[src/cftc_pkg.sv]
// Shared constants, delay counts and carrier types of the cell fault timer control block.
// Assumes a single 125 MHz clock; all delay counts are derived from its period.
package cftc_pkg;

  localparam int unsigned CLK_PERIOD_NS = 8;

  // Counts one time in microseconds as whole clock cycles, never less than one.
  function automatic logic [31:0] cftc_cyc(input longint unsigned t_us);
    longint unsigned c;
    c = (t_us * 64'd1000) / CLK_PERIOD_NS;
    if (c < 64'd1)
      c = 64'd1;
    return c[31:0];
  endfunction : cftc_cyc

  // Threshold option spans in millivolts and the top code of each stepped span.
  localparam int OVP_MIN_MV    = 3850;
  localparam int OVP_MAX_MV    = 4600;
  localparam int OVP_STEP_MV   = 50;
  localparam int UVP_MIN_MV    = 2000;
  localparam int UVP_MAX_MV    = 2800;
  localparam int UVP_STEP_MV   = 50;
  localparam int OCD_MIN_MV    = 90;
  localparam int OCD_MAX_MV    = 200;
  localparam int OCD_STEP_MV   = 5;
  localparam int OCC_MIN_MV    = -45;
  localparam int OCC_MAX_MV    = -155;
  localparam int OCC_STEP_MV   = 5;
  localparam int SCC_MIN_MV    = 300;
  localparam int SCC_MAX_MV    = 600;
  localparam logic [4:0] OVP_CODE_MAX = 5'((OVP_MAX_MV - OVP_MIN_MV) / OVP_STEP_MV);
  localparam logic [4:0] UVP_CODE_MAX = 5'((UVP_MAX_MV - UVP_MIN_MV) / UVP_STEP_MV);
  localparam logic [4:0] OCD_CODE_MAX = 5'((OCD_MAX_MV - OCD_MIN_MV) / OCD_STEP_MV);
  localparam logic [4:0] OCC_CODE_MAX = 5'((OCC_MIN_MV - OCC_MAX_MV) / OCC_STEP_MV);

  // Delay options in microseconds, indexed by the two-bit option code; the short-circuit and recovery delays are single values.
  localparam longint unsigned OVP_DLY0_US = 250000;
  localparam longint unsigned OVP_DLY1_US = 1000000;
  localparam longint unsigned OVP_DLY2_US = 1250000;
  localparam longint unsigned OVP_DLY3_US = 4500000;
  localparam longint unsigned UVP_DLY0_US = 20000;
  localparam longint unsigned UVP_DLY1_US = 96000;
  localparam longint unsigned UVP_DLY2_US = 125000;
  localparam longint unsigned UVP_DLY3_US = 144000;
  localparam longint unsigned OCD_DLY0_US = 8000;
  localparam longint unsigned OCD_DLY1_US = 16000;
  localparam longint unsigned OCD_DLY2_US = 20000;
  localparam longint unsigned OCD_DLY3_US = 48000;
  localparam longint unsigned OCC_DLY0_US = 4000;
  localparam longint unsigned OCC_DLY1_US = 6000;
  localparam longint unsigned OCC_DLY2_US = 8000;
  localparam longint unsigned OCC_DLY3_US = 16000;
  localparam longint unsigned SCC_DLY_US  = 250;
  localparam longint unsigned REC_DLY_US  = 1000;

  localparam logic [3:0][31:0] OVP_DLY_CYC = {cftc_cyc(OVP_DLY3_US), cftc_cyc(OVP_DLY2_US),
                                              cftc_cyc(OVP_DLY1_US), cftc_cyc(OVP_DLY0_US)};
  localparam logic [3:0][31:0] UVP_DLY_CYC = {cftc_cyc(UVP_DLY3_US), cftc_cyc(UVP_DLY2_US),
                                              cftc_cyc(UVP_DLY1_US), cftc_cyc(UVP_DLY0_US)};
  localparam logic [3:0][31:0] OCD_DLY_CYC = {cftc_cyc(OCD_DLY3_US), cftc_cyc(OCD_DLY2_US),
                                              cftc_cyc(OCD_DLY1_US), cftc_cyc(OCD_DLY0_US)};
  localparam logic [3:0][31:0] OCC_DLY_CYC = {cftc_cyc(OCC_DLY3_US), cftc_cyc(OCC_DLY2_US),
                                              cftc_cyc(OCC_DLY1_US), cftc_cyc(OCC_DLY0_US)};
  localparam logic [31:0]      SCC_DLY_CYC = cftc_cyc(SCC_DLY_US);
  localparam logic [31:0]      REC_DLY_CYC = cftc_cyc(REC_DLY_US);

  // Fault indices.
  localparam int NUM_FAULTS = 5;
  localparam int FI_OVP     = 0;
  localparam int FI_UVP     = 1;
  localparam int FI_OCD     = 2;
  localparam int FI_SCC     = 3;
  localparam int FI_OCC     = 4;

  // Start-up settle count covering the input synchronisers.
  localparam logic [1:0] SETTLE_CFG  = 2'h2;
  localparam logic [1:0] SETTLE_DONE = 2'h3;

  // Register byte offsets and fields.
  localparam logic [3:0] REG_STATUS = 4'h0;
  localparam logic [3:0] REG_CFG    = 4'h4;
  localparam logic [3:0] REG_CTRL   = 4'h8;
  localparam int ST_CHG_BIT   = 5;
  localparam int ST_DSG_BIT   = 6;
  localparam int ST_INIT_BIT  = 7;
  localparam int ST_READY_BIT = 8;
  localparam int CTRL_OFF_BIT = 0;
  localparam logic CTRL_OFF_RST = 1'b0;

  typedef struct packed {
    logic overcharge_fault;
    logic overcharge_release;
    logic overdischarge_fault;
    logic overdischarge_release;
    logic discharge_overcurrent_fault;
    logic load_short_fault;
    logic load_released;
    logic charge_overcurrent_fault;
    logic charge_oc_release;
    logic zero_volt_charge_start;
    logic zero_volt_charge_inhibit;
  } cftc_cmp_type;

  typedef struct packed {
    logic       zero_volt_allow;
    logic [1:0] charge_oc_delay_sel;
    logic [1:0] discharge_oc_delay_sel;
    logic [1:0] overdischarge_delay_sel;
    logic [1:0] overcharge_delay_sel;
    logic [1:0] short_thr_sel;
    logic [4:0] charge_oc_thr_sel;
    logic [4:0] discharge_oc_thr_sel;
    logic [4:0] overdischarge_thr_sel;
    logic [3:0] overcharge_thr_sel;
  } cftc_cfg_type;

  typedef struct packed {
    logic [1:0] short_thr;
    logic [4:0] charge_oc_thr;
    logic [4:0] discharge_oc_thr;
    logic [4:0] overdischarge_thr;
    logic [3:0] overcharge_thr;
  } cftc_thr_type;

  typedef enum logic [1:0] {
    FL_IDLE    = 2'b00,
    FL_DETECT  = 2'b01,
    FL_FAULT   = 2'b10,
    FL_RECOVER = 2'b11
  } cftc_fl_state_type;

endpackage : cftc_pkg

[src/cftc_top.sv]
// Fault qualification and gate-drive control for a single-cell protector, with an Avalon-MM status slave.
// Assumes comparator flags and option straps arrive asynchronously from analog and fuse logic.
//
// The implementer's own choices: the Avalon-MM slave port and the register offsets.
`timescale 1ns/10ps
module cftc_top
  import cftc_pkg::*;
#(
  parameter int               CW      = 32,
  parameter logic [3:0][31:0] OVP_DLY = OVP_DLY_CYC,
  parameter logic [3:0][31:0] UVP_DLY = UVP_DLY_CYC,
  parameter logic [3:0][31:0] OCD_DLY = OCD_DLY_CYC,
  parameter logic [3:0][31:0] OCC_DLY = OCC_DLY_CYC,
  parameter logic [31:0]      SCC_DLY = SCC_DLY_CYC,
  parameter logic [31:0]      REC_DLY = REC_DLY_CYC
)
(
  input  wire logic         CLK,
  input  wire logic         RST,
  input  wire logic         CE,
  input  wire cftc_cmp_type CMP_IN,
  input  wire cftc_cfg_type CFG_IN,
  input  wire logic [3:0]   AVS_ADDRESS,
  input  wire logic         AVS_READ,
  input  wire logic         AVS_WRITE,
  input  wire logic [31:0]  AVS_WRITEDATA,
  input  wire logic [3:0]   AVS_BYTEENABLE,
  output logic [31:0]       AVS_READDATA,
  output logic              AVS_WAITREQUEST,
  output logic              CHARGE_GATE_OUT,
  output logic              DISCHARGE_GATE_OUT,
  output cftc_thr_type      THR_OUT,
  output logic [4:0]        FAULT_STATUS,
  output logic              CFG_READY
);

  // Clamps a threshold code to the top of its span.
  function automatic logic [4:0] clamp_code(input logic [4:0] code, input logic [4:0] top);
    return (code > top) ? top : code;
  endfunction : clamp_code

  cftc_cmp_type    cmp_meta_q;
  cftc_cmp_type    cmp_q;
  cftc_cfg_type    cfg_meta_q;
  cftc_cfg_type    cfg_sync_q;
  cftc_cfg_type    cfg_q;
  logic [1:0]      settle_q;
  logic            init_q;
  logic            force_off_q;
  logic            cfg_ready_q;
  logic [NUM_FAULTS-1:0]         flt_det;
  logic [NUM_FAULTS-1:0]         flt_rel;
  logic [NUM_FAULTS-1:0]         flt_lat;
  logic [NUM_FAULTS-1:0][CW-1:0] det_lim;
  logic            depleted;
  logic            zv_ok;
  logic            chg_on_d;
  logic            dsg_on_d;
  logic            normal_window;
  logic            bus_req;
  logic [31:0]     rd_d;

  // Two-flop synchronisers for comparator flags and option straps.
  always_ff @(posedge CLK)
  begin
    if (RST)
    begin
      cmp_meta_q <= '0;
      cmp_q      <= '0;
      cfg_meta_q <= '0;
      cfg_sync_q <= '0;
    end
    else if (CE)
    begin
      cmp_meta_q <= CMP_IN;
      cmp_q      <= cmp_meta_q;
      cfg_meta_q <= CFG_IN;
      cfg_sync_q <= cfg_meta_q;
    end
  end

  // Options are captured once after reset release and then held.
  always_ff @(posedge CLK)
  begin
    if (RST)
    begin
      settle_q    <= '0;
      cfg_q       <= '0;
      cfg_ready_q <= 1'b0;
    end
    else if (CE)
    begin
      if (settle_q != SETTLE_DONE)
        settle_q <= settle_q + 2'h1;
      if (settle_q == SETTLE_CFG)
      begin
        cfg_q       <= cfg_sync_q;
        cfg_ready_q <= 1'b1;
      end
    end
  end

  // Threshold codes driven to the analog comparators.
  always_ff @(posedge CLK)
  begin
    if (RST)
      THR_OUT <= '0;
    else if (CE)
    begin
      THR_OUT.overcharge_thr    <= cfg_q.overcharge_thr_sel;
      THR_OUT.overdischarge_thr <= clamp_code(cfg_q.overdischarge_thr_sel, UVP_CODE_MAX);
      THR_OUT.discharge_oc_thr  <= clamp_code(cfg_q.discharge_oc_thr_sel, OCD_CODE_MAX);
      THR_OUT.charge_oc_thr     <= clamp_code(cfg_q.charge_oc_thr_sel, OCC_CODE_MAX);
      THR_OUT.short_thr         <= cfg_q.short_thr_sel;
    end
  end

  // Detection and release conditions and delay selection per fault.
  always_comb
  begin
    flt_det = '0;
    flt_rel = '0;
    det_lim = '0;
    flt_det[FI_OVP] = cmp_q.overcharge_fault;
    flt_rel[FI_OVP] = cmp_q.overcharge_release;
    det_lim[FI_OVP] = CW'(OVP_DLY[cfg_q.overcharge_delay_sel]);
    flt_det[FI_UVP] = cmp_q.overdischarge_fault;
    flt_rel[FI_UVP] = cmp_q.overdischarge_release;
    det_lim[FI_UVP] = CW'(UVP_DLY[cfg_q.overdischarge_delay_sel]);
    flt_det[FI_OCD] = cmp_q.discharge_overcurrent_fault;
    flt_rel[FI_OCD] = cmp_q.load_released;
    det_lim[FI_OCD] = CW'(OCD_DLY[cfg_q.discharge_oc_delay_sel]);
    flt_det[FI_SCC] = cmp_q.load_short_fault;
    flt_rel[FI_SCC] = cmp_q.load_released;
    det_lim[FI_SCC] = CW'(SCC_DLY);
    flt_det[FI_OCC] = cmp_q.charge_overcurrent_fault;
    flt_rel[FI_OCC] = cmp_q.charge_oc_release;
    det_lim[FI_OCC] = CW'(OCC_DLY[cfg_q.charge_oc_delay_sel]);
  end

  // One qualifier per fault; reset clears every timer.
  generate
    for (genvar i = 0; i < NUM_FAULTS; i++)
    begin : g_fault
      cftc_fault #(
        .CW (CW)
      ) u_fault (
        .clk        (CLK),
        .rst        (RST),
        .ce         (CE && cfg_ready_q),
        .detect     (flt_det[i]),
        .release_ok (flt_rel[i]),
        .det_limit  (det_lim[i]),
        .rec_limit  (CW'(REC_DLY)),
        .latched    (flt_lat[i])
      );
    end
  endgenerate

  // Gates stay off after reset until inputs settle inside the normal window.
  assign normal_window = ~(|flt_det);

  always_ff @(posedge CLK)
  begin
    if (RST)
      init_q <= 1'b1;
    else if (CE && (settle_q == SETTLE_DONE) && normal_window)
      init_q <= 1'b0;
  end

  // Zero-volt charge handling for a depleted cell.
  assign depleted = cmp_q.zero_volt_charge_inhibit;
  assign zv_ok    = cfg_q.zero_volt_allow && cmp_q.zero_volt_charge_start;

  always_comb
  begin
    chg_on_d = ~init_q && ~force_off_q && ~flt_lat[FI_OVP] && ~flt_lat[FI_OCC];
    if (depleted)
      chg_on_d = chg_on_d && zv_ok;
    dsg_on_d = ~init_q && ~force_off_q && ~flt_lat[FI_UVP] && ~flt_lat[FI_OCD] && ~flt_lat[FI_SCC];
  end

  // High drives the FET on, low turns it off.
  always_ff @(posedge CLK)
  begin
    if (RST)
    begin
      CHARGE_GATE_OUT    <= 1'b0;
      DISCHARGE_GATE_OUT <= 1'b0;
      FAULT_STATUS       <= '0;
      CFG_READY          <= 1'b0;
    end
    else if (CE)
    begin
      CHARGE_GATE_OUT    <= chg_on_d;
      DISCHARGE_GATE_OUT <= dsg_on_d;
      FAULT_STATUS       <= flt_lat;
      CFG_READY          <= cfg_ready_q;
    end
  end

  // Avalon-MM slave: one wait cycle, then the access completes.
  assign bus_req = AVS_READ || AVS_WRITE;

  always_comb
  begin
    rd_d = '0;
    case (AVS_ADDRESS)
      REG_STATUS:
      begin
        rd_d[NUM_FAULTS-1:0] = FAULT_STATUS;
        rd_d[ST_CHG_BIT]     = CHARGE_GATE_OUT;
        rd_d[ST_DSG_BIT]     = DISCHARGE_GATE_OUT;
        rd_d[ST_INIT_BIT]    = init_q;
        rd_d[ST_READY_BIT]   = cfg_ready_q;
      end
      REG_CFG:
        rd_d[$bits(cftc_cfg_type)-1:0] = cfg_q;
      REG_CTRL:
        rd_d[CTRL_OFF_BIT] = force_off_q;
      default:
        rd_d = '0;
    endcase
  end

  always_ff @(posedge CLK)
  begin
    if (RST)
    begin
      AVS_WAITREQUEST <= 1'b1;
      AVS_READDATA    <= '0;
    end
    else if (CE)
    begin
      if (bus_req && AVS_WAITREQUEST)
      begin
        AVS_WAITREQUEST <= 1'b0;
        AVS_READDATA    <= AVS_READ ? rd_d : 32'h0;
      end
      else
        AVS_WAITREQUEST <= 1'b1;
    end
  end

  // Software gate-off control, written on the completing cycle.
  always_ff @(posedge CLK)
  begin
    if (RST)
      force_off_q <= CTRL_OFF_RST;
    else if (CE && AVS_WRITE && !AVS_WAITREQUEST && (AVS_ADDRESS == REG_CTRL) && AVS_BYTEENABLE[0])
      force_off_q <= AVS_WRITEDATA[CTRL_OFF_BIT];
  end

endmodule : cftc_top

[src/cftc_fault.sv]
// One fault qualifier: detection delay, latched fault and recovery delay.
// Assumes detect and release come from synchronised flags on the same clock.
`timescale 1ns/10ps
module cftc_fault
  import cftc_pkg::*;
#(
  parameter int CW = 32
)
(
  input  wire logic          clk,
  input  wire logic          rst,
  input  wire logic          ce,
  input  wire logic          detect,
  input  wire logic          release_ok,
  input  wire logic [CW-1:0] det_limit,
  input  wire logic [CW-1:0] rec_limit,
  output logic               latched
);

  cftc_fl_state_type state_q;
  logic [CW-1:0]     cnt_q;

  always_ff @(posedge clk)
  begin
    if (rst)
    begin
      state_q <= FL_IDLE;
      cnt_q   <= '0;
    end
    else if (ce)
    begin
      case (state_q)
        FL_IDLE:
        begin
          cnt_q <= '0;
          if (detect)
            state_q <= FL_DETECT;
        end
        FL_DETECT:
        begin
          if (!detect)
          begin
            state_q <= FL_IDLE;
            cnt_q   <= '0;
          end
          else if (cnt_q >= det_limit - 1'b1)
          begin
            state_q <= FL_FAULT;
            cnt_q   <= '0;
          end
          else
            cnt_q <= cnt_q + 1'b1;
        end
        FL_FAULT:
        begin
          cnt_q <= '0;
          if (release_ok && !detect)
            state_q <= FL_RECOVER;
        end
        FL_RECOVER:
        begin
          if (detect || !release_ok)
          begin
            state_q <= FL_FAULT;
            cnt_q   <= '0;
          end
          else if (cnt_q >= rec_limit - 1'b1)
          begin
            state_q <= FL_IDLE;
            cnt_q   <= '0;
          end
          else
            cnt_q <= cnt_q + 1'b1;
        end
        default:
        begin
          state_q <= FL_IDLE;
          cnt_q   <= '0;
        end
      endcase
    end
  end

  assign latched = (state_q == FL_FAULT) || (state_q == FL_RECOVER);

endmodule : cftc_fault

[config.mk]
export PLATFORM = sky130hd
export DESIGN_NAME = cftc_top
export DESIGN_NICKNAME = d
export VERILOG_FILES = /design/src/cftc_pkg.sv /design/src/cftc_top.sv /design/src/cftc_fault.sv
export SDC_FILE = /design/constraint.sdc
export NUM_CORES = 1
export LEC_CHECK = 0
export BUFFER_PORTS_ARGS = -buffer_cell sky130_fd_sc_hd__buf_2
export CAP_MARGIN = 20
export CORE_MARGIN = 2
export CORE_UTILIZATION = 52
export CTS_BUF_LIST = sky130_fd_sc_hd__clkbuf_2
export DETAILED_ROUTE_END_ITERATION = 10
export PLACE_DENSITY = 0.81
export SLEW_MARGIN = 20
export SYNTH_ARGS = -nofsm -noshare
export SYNTH_HDL_FRONTEND = slang
export SYNTH_SLANG_ARGS = --single-unit
[constraint.sdc]
create_clock -name CLK -period 4.2 [get_ports CLK]
set_clock_uncertainty 0.2 [all_clocks]
set_input_delay 1.26 -clock CLK [delete_from_list [all_inputs] [get_ports CLK]]
set_output_delay 1.26 -clock CLK [all_outputs]
set_load 0.1 [all_outputs]
After elaboration in Yosys (flattened, before gate mapping):

Index checks and enable logic that the tools add are counted.

* add/sub/neg operators: 10
* $lt $le $gt $ge: 17
* equality and inequality tests: 40
* multiplexer cells: 77
* bitwise logic cells: 8
* reductions and logical operators: 62

Operators by type and width (number)
* two-way mux 32 bit: 24
* case mux 32 bit (3 select lines): 5
* binary-select mux 32 bit (select 2 bit): 4
* adder 32 x 1 -> 32 bit (second input constant): 5
* greater-or-equal comparator 32 x 17 -> 1 bit (second input constant): 5
* greater-or-equal comparator 32 bit: 4
* subtractor 32 x 1 -> 32 bit (second input constant): 4
* two-way mux 2 bit: 30
* case mux 2 bit (4 select lines): 5
* greater-or-equal comparator 32 x 15 -> 1 bit (second input constant): 1
* two-way mux 30 bit: 1
* AND reduction 5 bit: 5
* == test 2 bit (second input constant): 12
* logical AND 1 bit: 21
* two-way mux 21 bit: 1
* case mux 8 bit (2 select lines): 1
* greater-than comparator 5 bit (second input constant): 3
* two-way mux 5 bit: 3
* != test 3 x 1 -> 1 bit (second input constant): 5
* != test 3 x 2 -> 1 bit (second input constant): 5
* < comparator 2 x 3 -> 1 bit (second input constant): 4
* != test 2 bit (second input constant): 6
* logical OR 1 bit: 11
* == test 2 x 1 -> 1 bit (second input constant): 5
* 13 further kinds: 44

* bits in registers: 349
* input port bits: 86
* output and inout bits: 62
* word-level logic and storage cells: 291

Depth between registers and ports, before layout:

* word-level depth: 7
* gate-level depth with buffers: 15
* mapped depth without buffers: 13

By module:

Synthesis repeated with hierarchy kept, for this count alone.

* cells, all modules: 3197
* area, all modules: 26636.8 um^2

By module, submodules not included
* cftc_fault (g_fault[0].u_fault ...): instances 3, cells an instance 505, area an instance 3976.3 um^2, sequential area each 680.7 um^2
* cftc_top: instances 1, cells an instance 684, area an instance 6776.5 um^2, sequential area each 3543.4 um^2
* cftc_fault (g_fault[1].u_fault): instances 1, cells an instance 496, area an instance 4002.6 um^2, sequential area each 680.7 um^2
* cftc_fault (g_fault[4].u_fault): instances 1, cells an instance 502, area an instance 3928.8 um^2, sequential area each 680.7 um^2

Least setup slack after synthesis:

OpenSTA, ideal clock, no wires.

* kind: input to register
* start: input port AVS_READ
* end: register AVS_READDATA[20]
* setup time: 68 ps
* data arrival time: 2819 ps
* required time: 3932 ps
* setup slack: 1113 ps
* stages on the path: 7
* path buffers: 2
* cell sequence: o211ai_1 -> or4b_1 -> nor3b_1 -> buf_2 -> buf_2 -> a22oi_1 -> nor2_1

* word-level cells in the longest chain between the ends: 3
* elaborated cells between the ends (all ways): 4
* classes of those cells: mux (1); reduce/logical (3)

RTL lines
* start, declared: line cftc_top.sv:24 `input wire logic AVS_READ,`
* logical OR 1 bit: line cftc_top.sv:203 `assign bus_req = AVS_READ || AVS_WRITE;`
* logical AND 1 bit: line cftc_top.sv:235 `if (bus_req && AVS_WAITREQUEST)`
* AND reduction 2 bit (no line)
* end signal, assigned: line cftc_top.sv:238 `AVS_READDATA <= AVS_READ ? rd_d : 32'h0;`
* end, declared: line cftc_top.sv:28 `output logic [31:0] AVS_READDATA,`

Several ways; a longest one is shown, not always the timed one.
A chain may end at the register's enable or synchronous reset.

Worst setup path after layout:

* start: register cfg_q[25] (netlist name)
* end: register g_fault[2].u_fault.cnt_q[3]

* word-level cells in the longest chain between the ends: 7

RTL lines
* start, declared: line cftc_top.sv:46 `cftc_cfg_type cfg_q;`
* start signal, assigned: line cftc_top.sv:97 `cfg_q <= cfg_sync_q;`
* binary-select mux 32 bit (select 2 bit): line cftc_top.sv:132 `det_lim[FI_OCD] = CW'(OCD_DLY[cfg_q.discharge_oc_delay_sel]);`
* two-way mux 32 bit (not written as such): line cftc_top.sv:132
* subtractor 32 x 1 -> 32 bit: line cftc_fault.sv:46 `else if (cnt_q >= det_limit - 1'b1)`
* greater-or-equal comparator 32 bit: line cftc_fault.sv:46
* two-way mux 32 bit: line cftc_fault.sv:46
* two-way mux 32 bit: line cftc_fault.sv:41 `if (!detect)`
* case mux 32 bit (3 select lines): line cftc_fault.sv:32 `case (state_q)`
* end signal, assigned: line cftc_fault.sv:52 `cnt_q <= cnt_q + 1'b1;`
* end signal, assigned: line cftc_fault.sv:73 `cnt_q <= cnt_q + 1'b1;`
* end, declared: line cftc_fault.sv:21 `logic [CW-1:0] cnt_q;`

Every way passes these cells. The select of a mux whose other input is x is not followed.

==> run summary <==
LEAKAGE -> 7.67 nW
First-pass GRT wire length -> 63700 um
Via count -> 13800
Chip Height -> 181 um
Synthesis-stage register bit count -> 347
Cell-internal power -> 4.24 mW
Synth async-reset ratio -> 0%
Final Hold Viols -> 0
PwrDens -> 324 nW/um^2
Num CTS Buffers -> 84
DRT antenna net count -> 0
Switch Pwr -> 1.59 mW
Cell area after synthesis -> 16300 sq um
Gpl congestion -> 0.900
Failing checks -> design-rule violations
DRC -> 1
H-tree Lvls -> 3
Synth-to-layout area growth -> 10.6%
Post-route cell area -> 18000 sq um
# rows -> 64
Clock slew at reported path FFs -> 0.12 ns
Area of the die -> 32800 sq um
Setup CP Type -> flop to flop
Critical Path Start Type -> flop
Setup bufs post-CTS -> 0
CP Capture Type -> flop
Gr usage total -> 23.0%
HP Class -> flop to flop
Status -> finished, violations left
Remaining Overflow, GRT -> 0
FF-to-FF setup slack -> 0.60 ns
Initial antenna violation count -> 2
YS warnings -> 0
Main synth FF type -> dfxtp_1
Initial cell density of the core -> 53.0%
Commonest non-fill, non-tap cell in the layout -> dfxtp_1
Synthesized instance count -> 1860
Clock share of power -> 37.0%
IO Port Bufs -> 111
CP Data Required Time -> 4.77 ns
Pwr Total -> 5.84 mW
Cell Area, Placed -> 17300 sq um
WP data arrival -> 4.17 ns
Final WS setup -> 0.605 ns
Seq pwr share -> 57.7%
DR WL/cell -> 15.4 um
Worst-Margin Slew -> 0.893 ns
Post_cts resized -> 0
Starting DRC count in detailed routing -> 783
Max Buffers Root-to-Sink -> 3
Max Clk Rate -> 0.278 GHz
Largest net degree at the start of global routing -> 136
IO Pins -> 148
Drt first pass iters -> 9
Part of the power in combinational logic -> 5.4%
Endpoints failing setup -> 0
Core area -> 30700 sq um
Worst skew pair latency -> 0.94 ns
Post-DP HPWL -> 26600 um
Post-layout min period -> 3.60 ns
Slew HR -> 40.5%
Die W -> 181 um
Max IR drop VDD -> 0.000279 V
Synth Area per Inst -> 8.77 sq um
Seq/Total Area, Yosys -> 42.6%
Sink Count -> 347
Dpl ws -> 0.388 ns
Highest net fanout along the worst path -> 29
Most frequent cells in the layout -> dfxtp_1 (347), nor2_1 (346), nand2_1 (155), clkbuf_2 (125), ha_1 (120)
Vias/cell -> 5.59
EDFF count, synth -> 0
Post-CTS Hold Buffers -> 0
Layout cells sized above 1 -> 13.5%
Setup tns final -> 0 ns
CTS root buffer -> clkbuf_2
Count of different cell masters after synthesis -> 66
Final wirelength -> 38000 um
Sw Share -> 27.3%
Max Slew Vio Count -> 0
Max-cap viol count -> 0
CTS tree -> yes
Fillers -> 2683
NumNets Final -> 2211
Period utilisation layout -> 85.6%
RSZ-0062 raised after global routing -> false
Vias in the first global route -> 13600
[state kept, by name, summed over array words and instances (netlist names), 2 cells and up]
| signal | count |
|---|---|
| AVS_READDATA | 30 |
| FAULT_STATUS | 5 |
| THR_OUT | 21 |
| cfg_meta_q | 30 |
| cfg_q | 30 |
| cfg_sync_q | 30 |
| cmp_meta_q | 11 |
| cmp_q | 10 |
| g_fault.u_fault.cnt_q | 160 |
| g_fault.u_fault.state_q | 10 |
| settle_q | 2 |
[power by group through the flow]
stage | Sequential (mW) | Combinational, mW | Clock, mW
2_1_floorplan | 3.46 | 0.202 | 0
3_3_place_gp | 3.44 | 0.296 | 0
3_5_place_dp | 3.44 | 0.305 | 0
4_1_cts | 3.37 | 0.307 | 2.21
5_1_grt | 3.37 | 0.341 | 2.38
6_report | 3.37 | 0.313 | 2.16
[worst max-delay path, cell delays in order (launching register included)]
cell and delay, ns:
dfxtp_1 0.50, inv_1 0.23, ha_1 0.32, or3_1 0.41, xnor2_1 0.15, ha_1 0.18
a211oi_1 0.20, nor2_1 0.07, nor3_1 0.12, a21oi_1 0.11, o21ai_2 0.30, nand2_2 0.41
nor2_1 0.26
[cells by family after synthesis]
group,synth area share (%)
buffers and inverters,3.17
adder cells (fa/ha/maj),9.20
other,0.0460
flip-flops,42.6
AO/OA/AOI/OAI,9.23
AND/OR/NAND/NOR,22.7
multiplexers,6.14
XOR/XNOR,6.93
[path summary, 6_finish.rpt]
kind,startpoint,to,cells past startpoint
max reg2reg,cfg_q[25]$_SDFFE_PP0P_,g_fault[2].u_fault.cnt_q[3]$_SDFFE_PP0P_,12
min,cfg_sync_q[4]$_SDFFE_PP0P_,cfg_q[4]$_SDFFE_PP0P_,2
max,cfg_q[25]$_SDFFE_PP0P_,g_fault[2].u_fault.cnt_q[3]$_SDFFE_PP0P_,12
min reg2reg,cfg_sync_q[4]$_SDFFE_PP0P_,cfg_q[4]$_SDFFE_PP0P_,2
[synth_stat cells (all sizes together) (30+ instances only)]
cell type | number | area share (%)
clkbuf | 54 | 1.2
mux2i | 99 | 6.1
dfxtp | 347 | 43
nand3 | 86 | 2.6
o21ai | 30 | 0.97
inv | 49 | 1.1
xnor2 | 35 | 1.9
nand4 | 49 | 1.9
and3 | 40 | 1.5
nand2 | 156 | 3.6
a21oi | 94 | 2.9
nor2 | 346 | 8.0
ha | 120 | 9.2
xor2 | 94 | 5.0
[metrics by stage]
stage          instances  utilization (%)  hold WS, ns
2_1_floorplan       1864                -        0.231
3_3_place_gp        2314             56.1        0.237
3_5_place_dp        2314             56.1        0.247
4_1_cts             2460             58.5        0.243
5_1_grt             2462             58.7        0.269
6_report            2462             58.7        0.242
[layer usage]
| metal | share of wire [%] | up-vias | track usage [%] |
|---|---|---|---|
| li1 | - | 6815 | - |
| met1 | 43 | 6475 | 27.9 |
| met2 | 48 | 394 | 40.1 |
| met3 | 6.6 | 69 | 5.36 |
| met4 | 2.2 | 2 | 8.13 |
| met5 | 0.018 | - | 0 |
[cell type report]
type	count	area [sq um]	share of cell area, %
inverters	50	188	1.04
multi-input cells	1388	8890	49.3
clock inverters	21	113	0.624
well taps	396	495	2.75
diodes	1	2.50	0.0139
repair buffers	134	786	4.35
clock buffers	125	626	3.47
flip-flops and latches	347	6950	38.5
No activity file was read; power rests on OpenSTA's default activity.
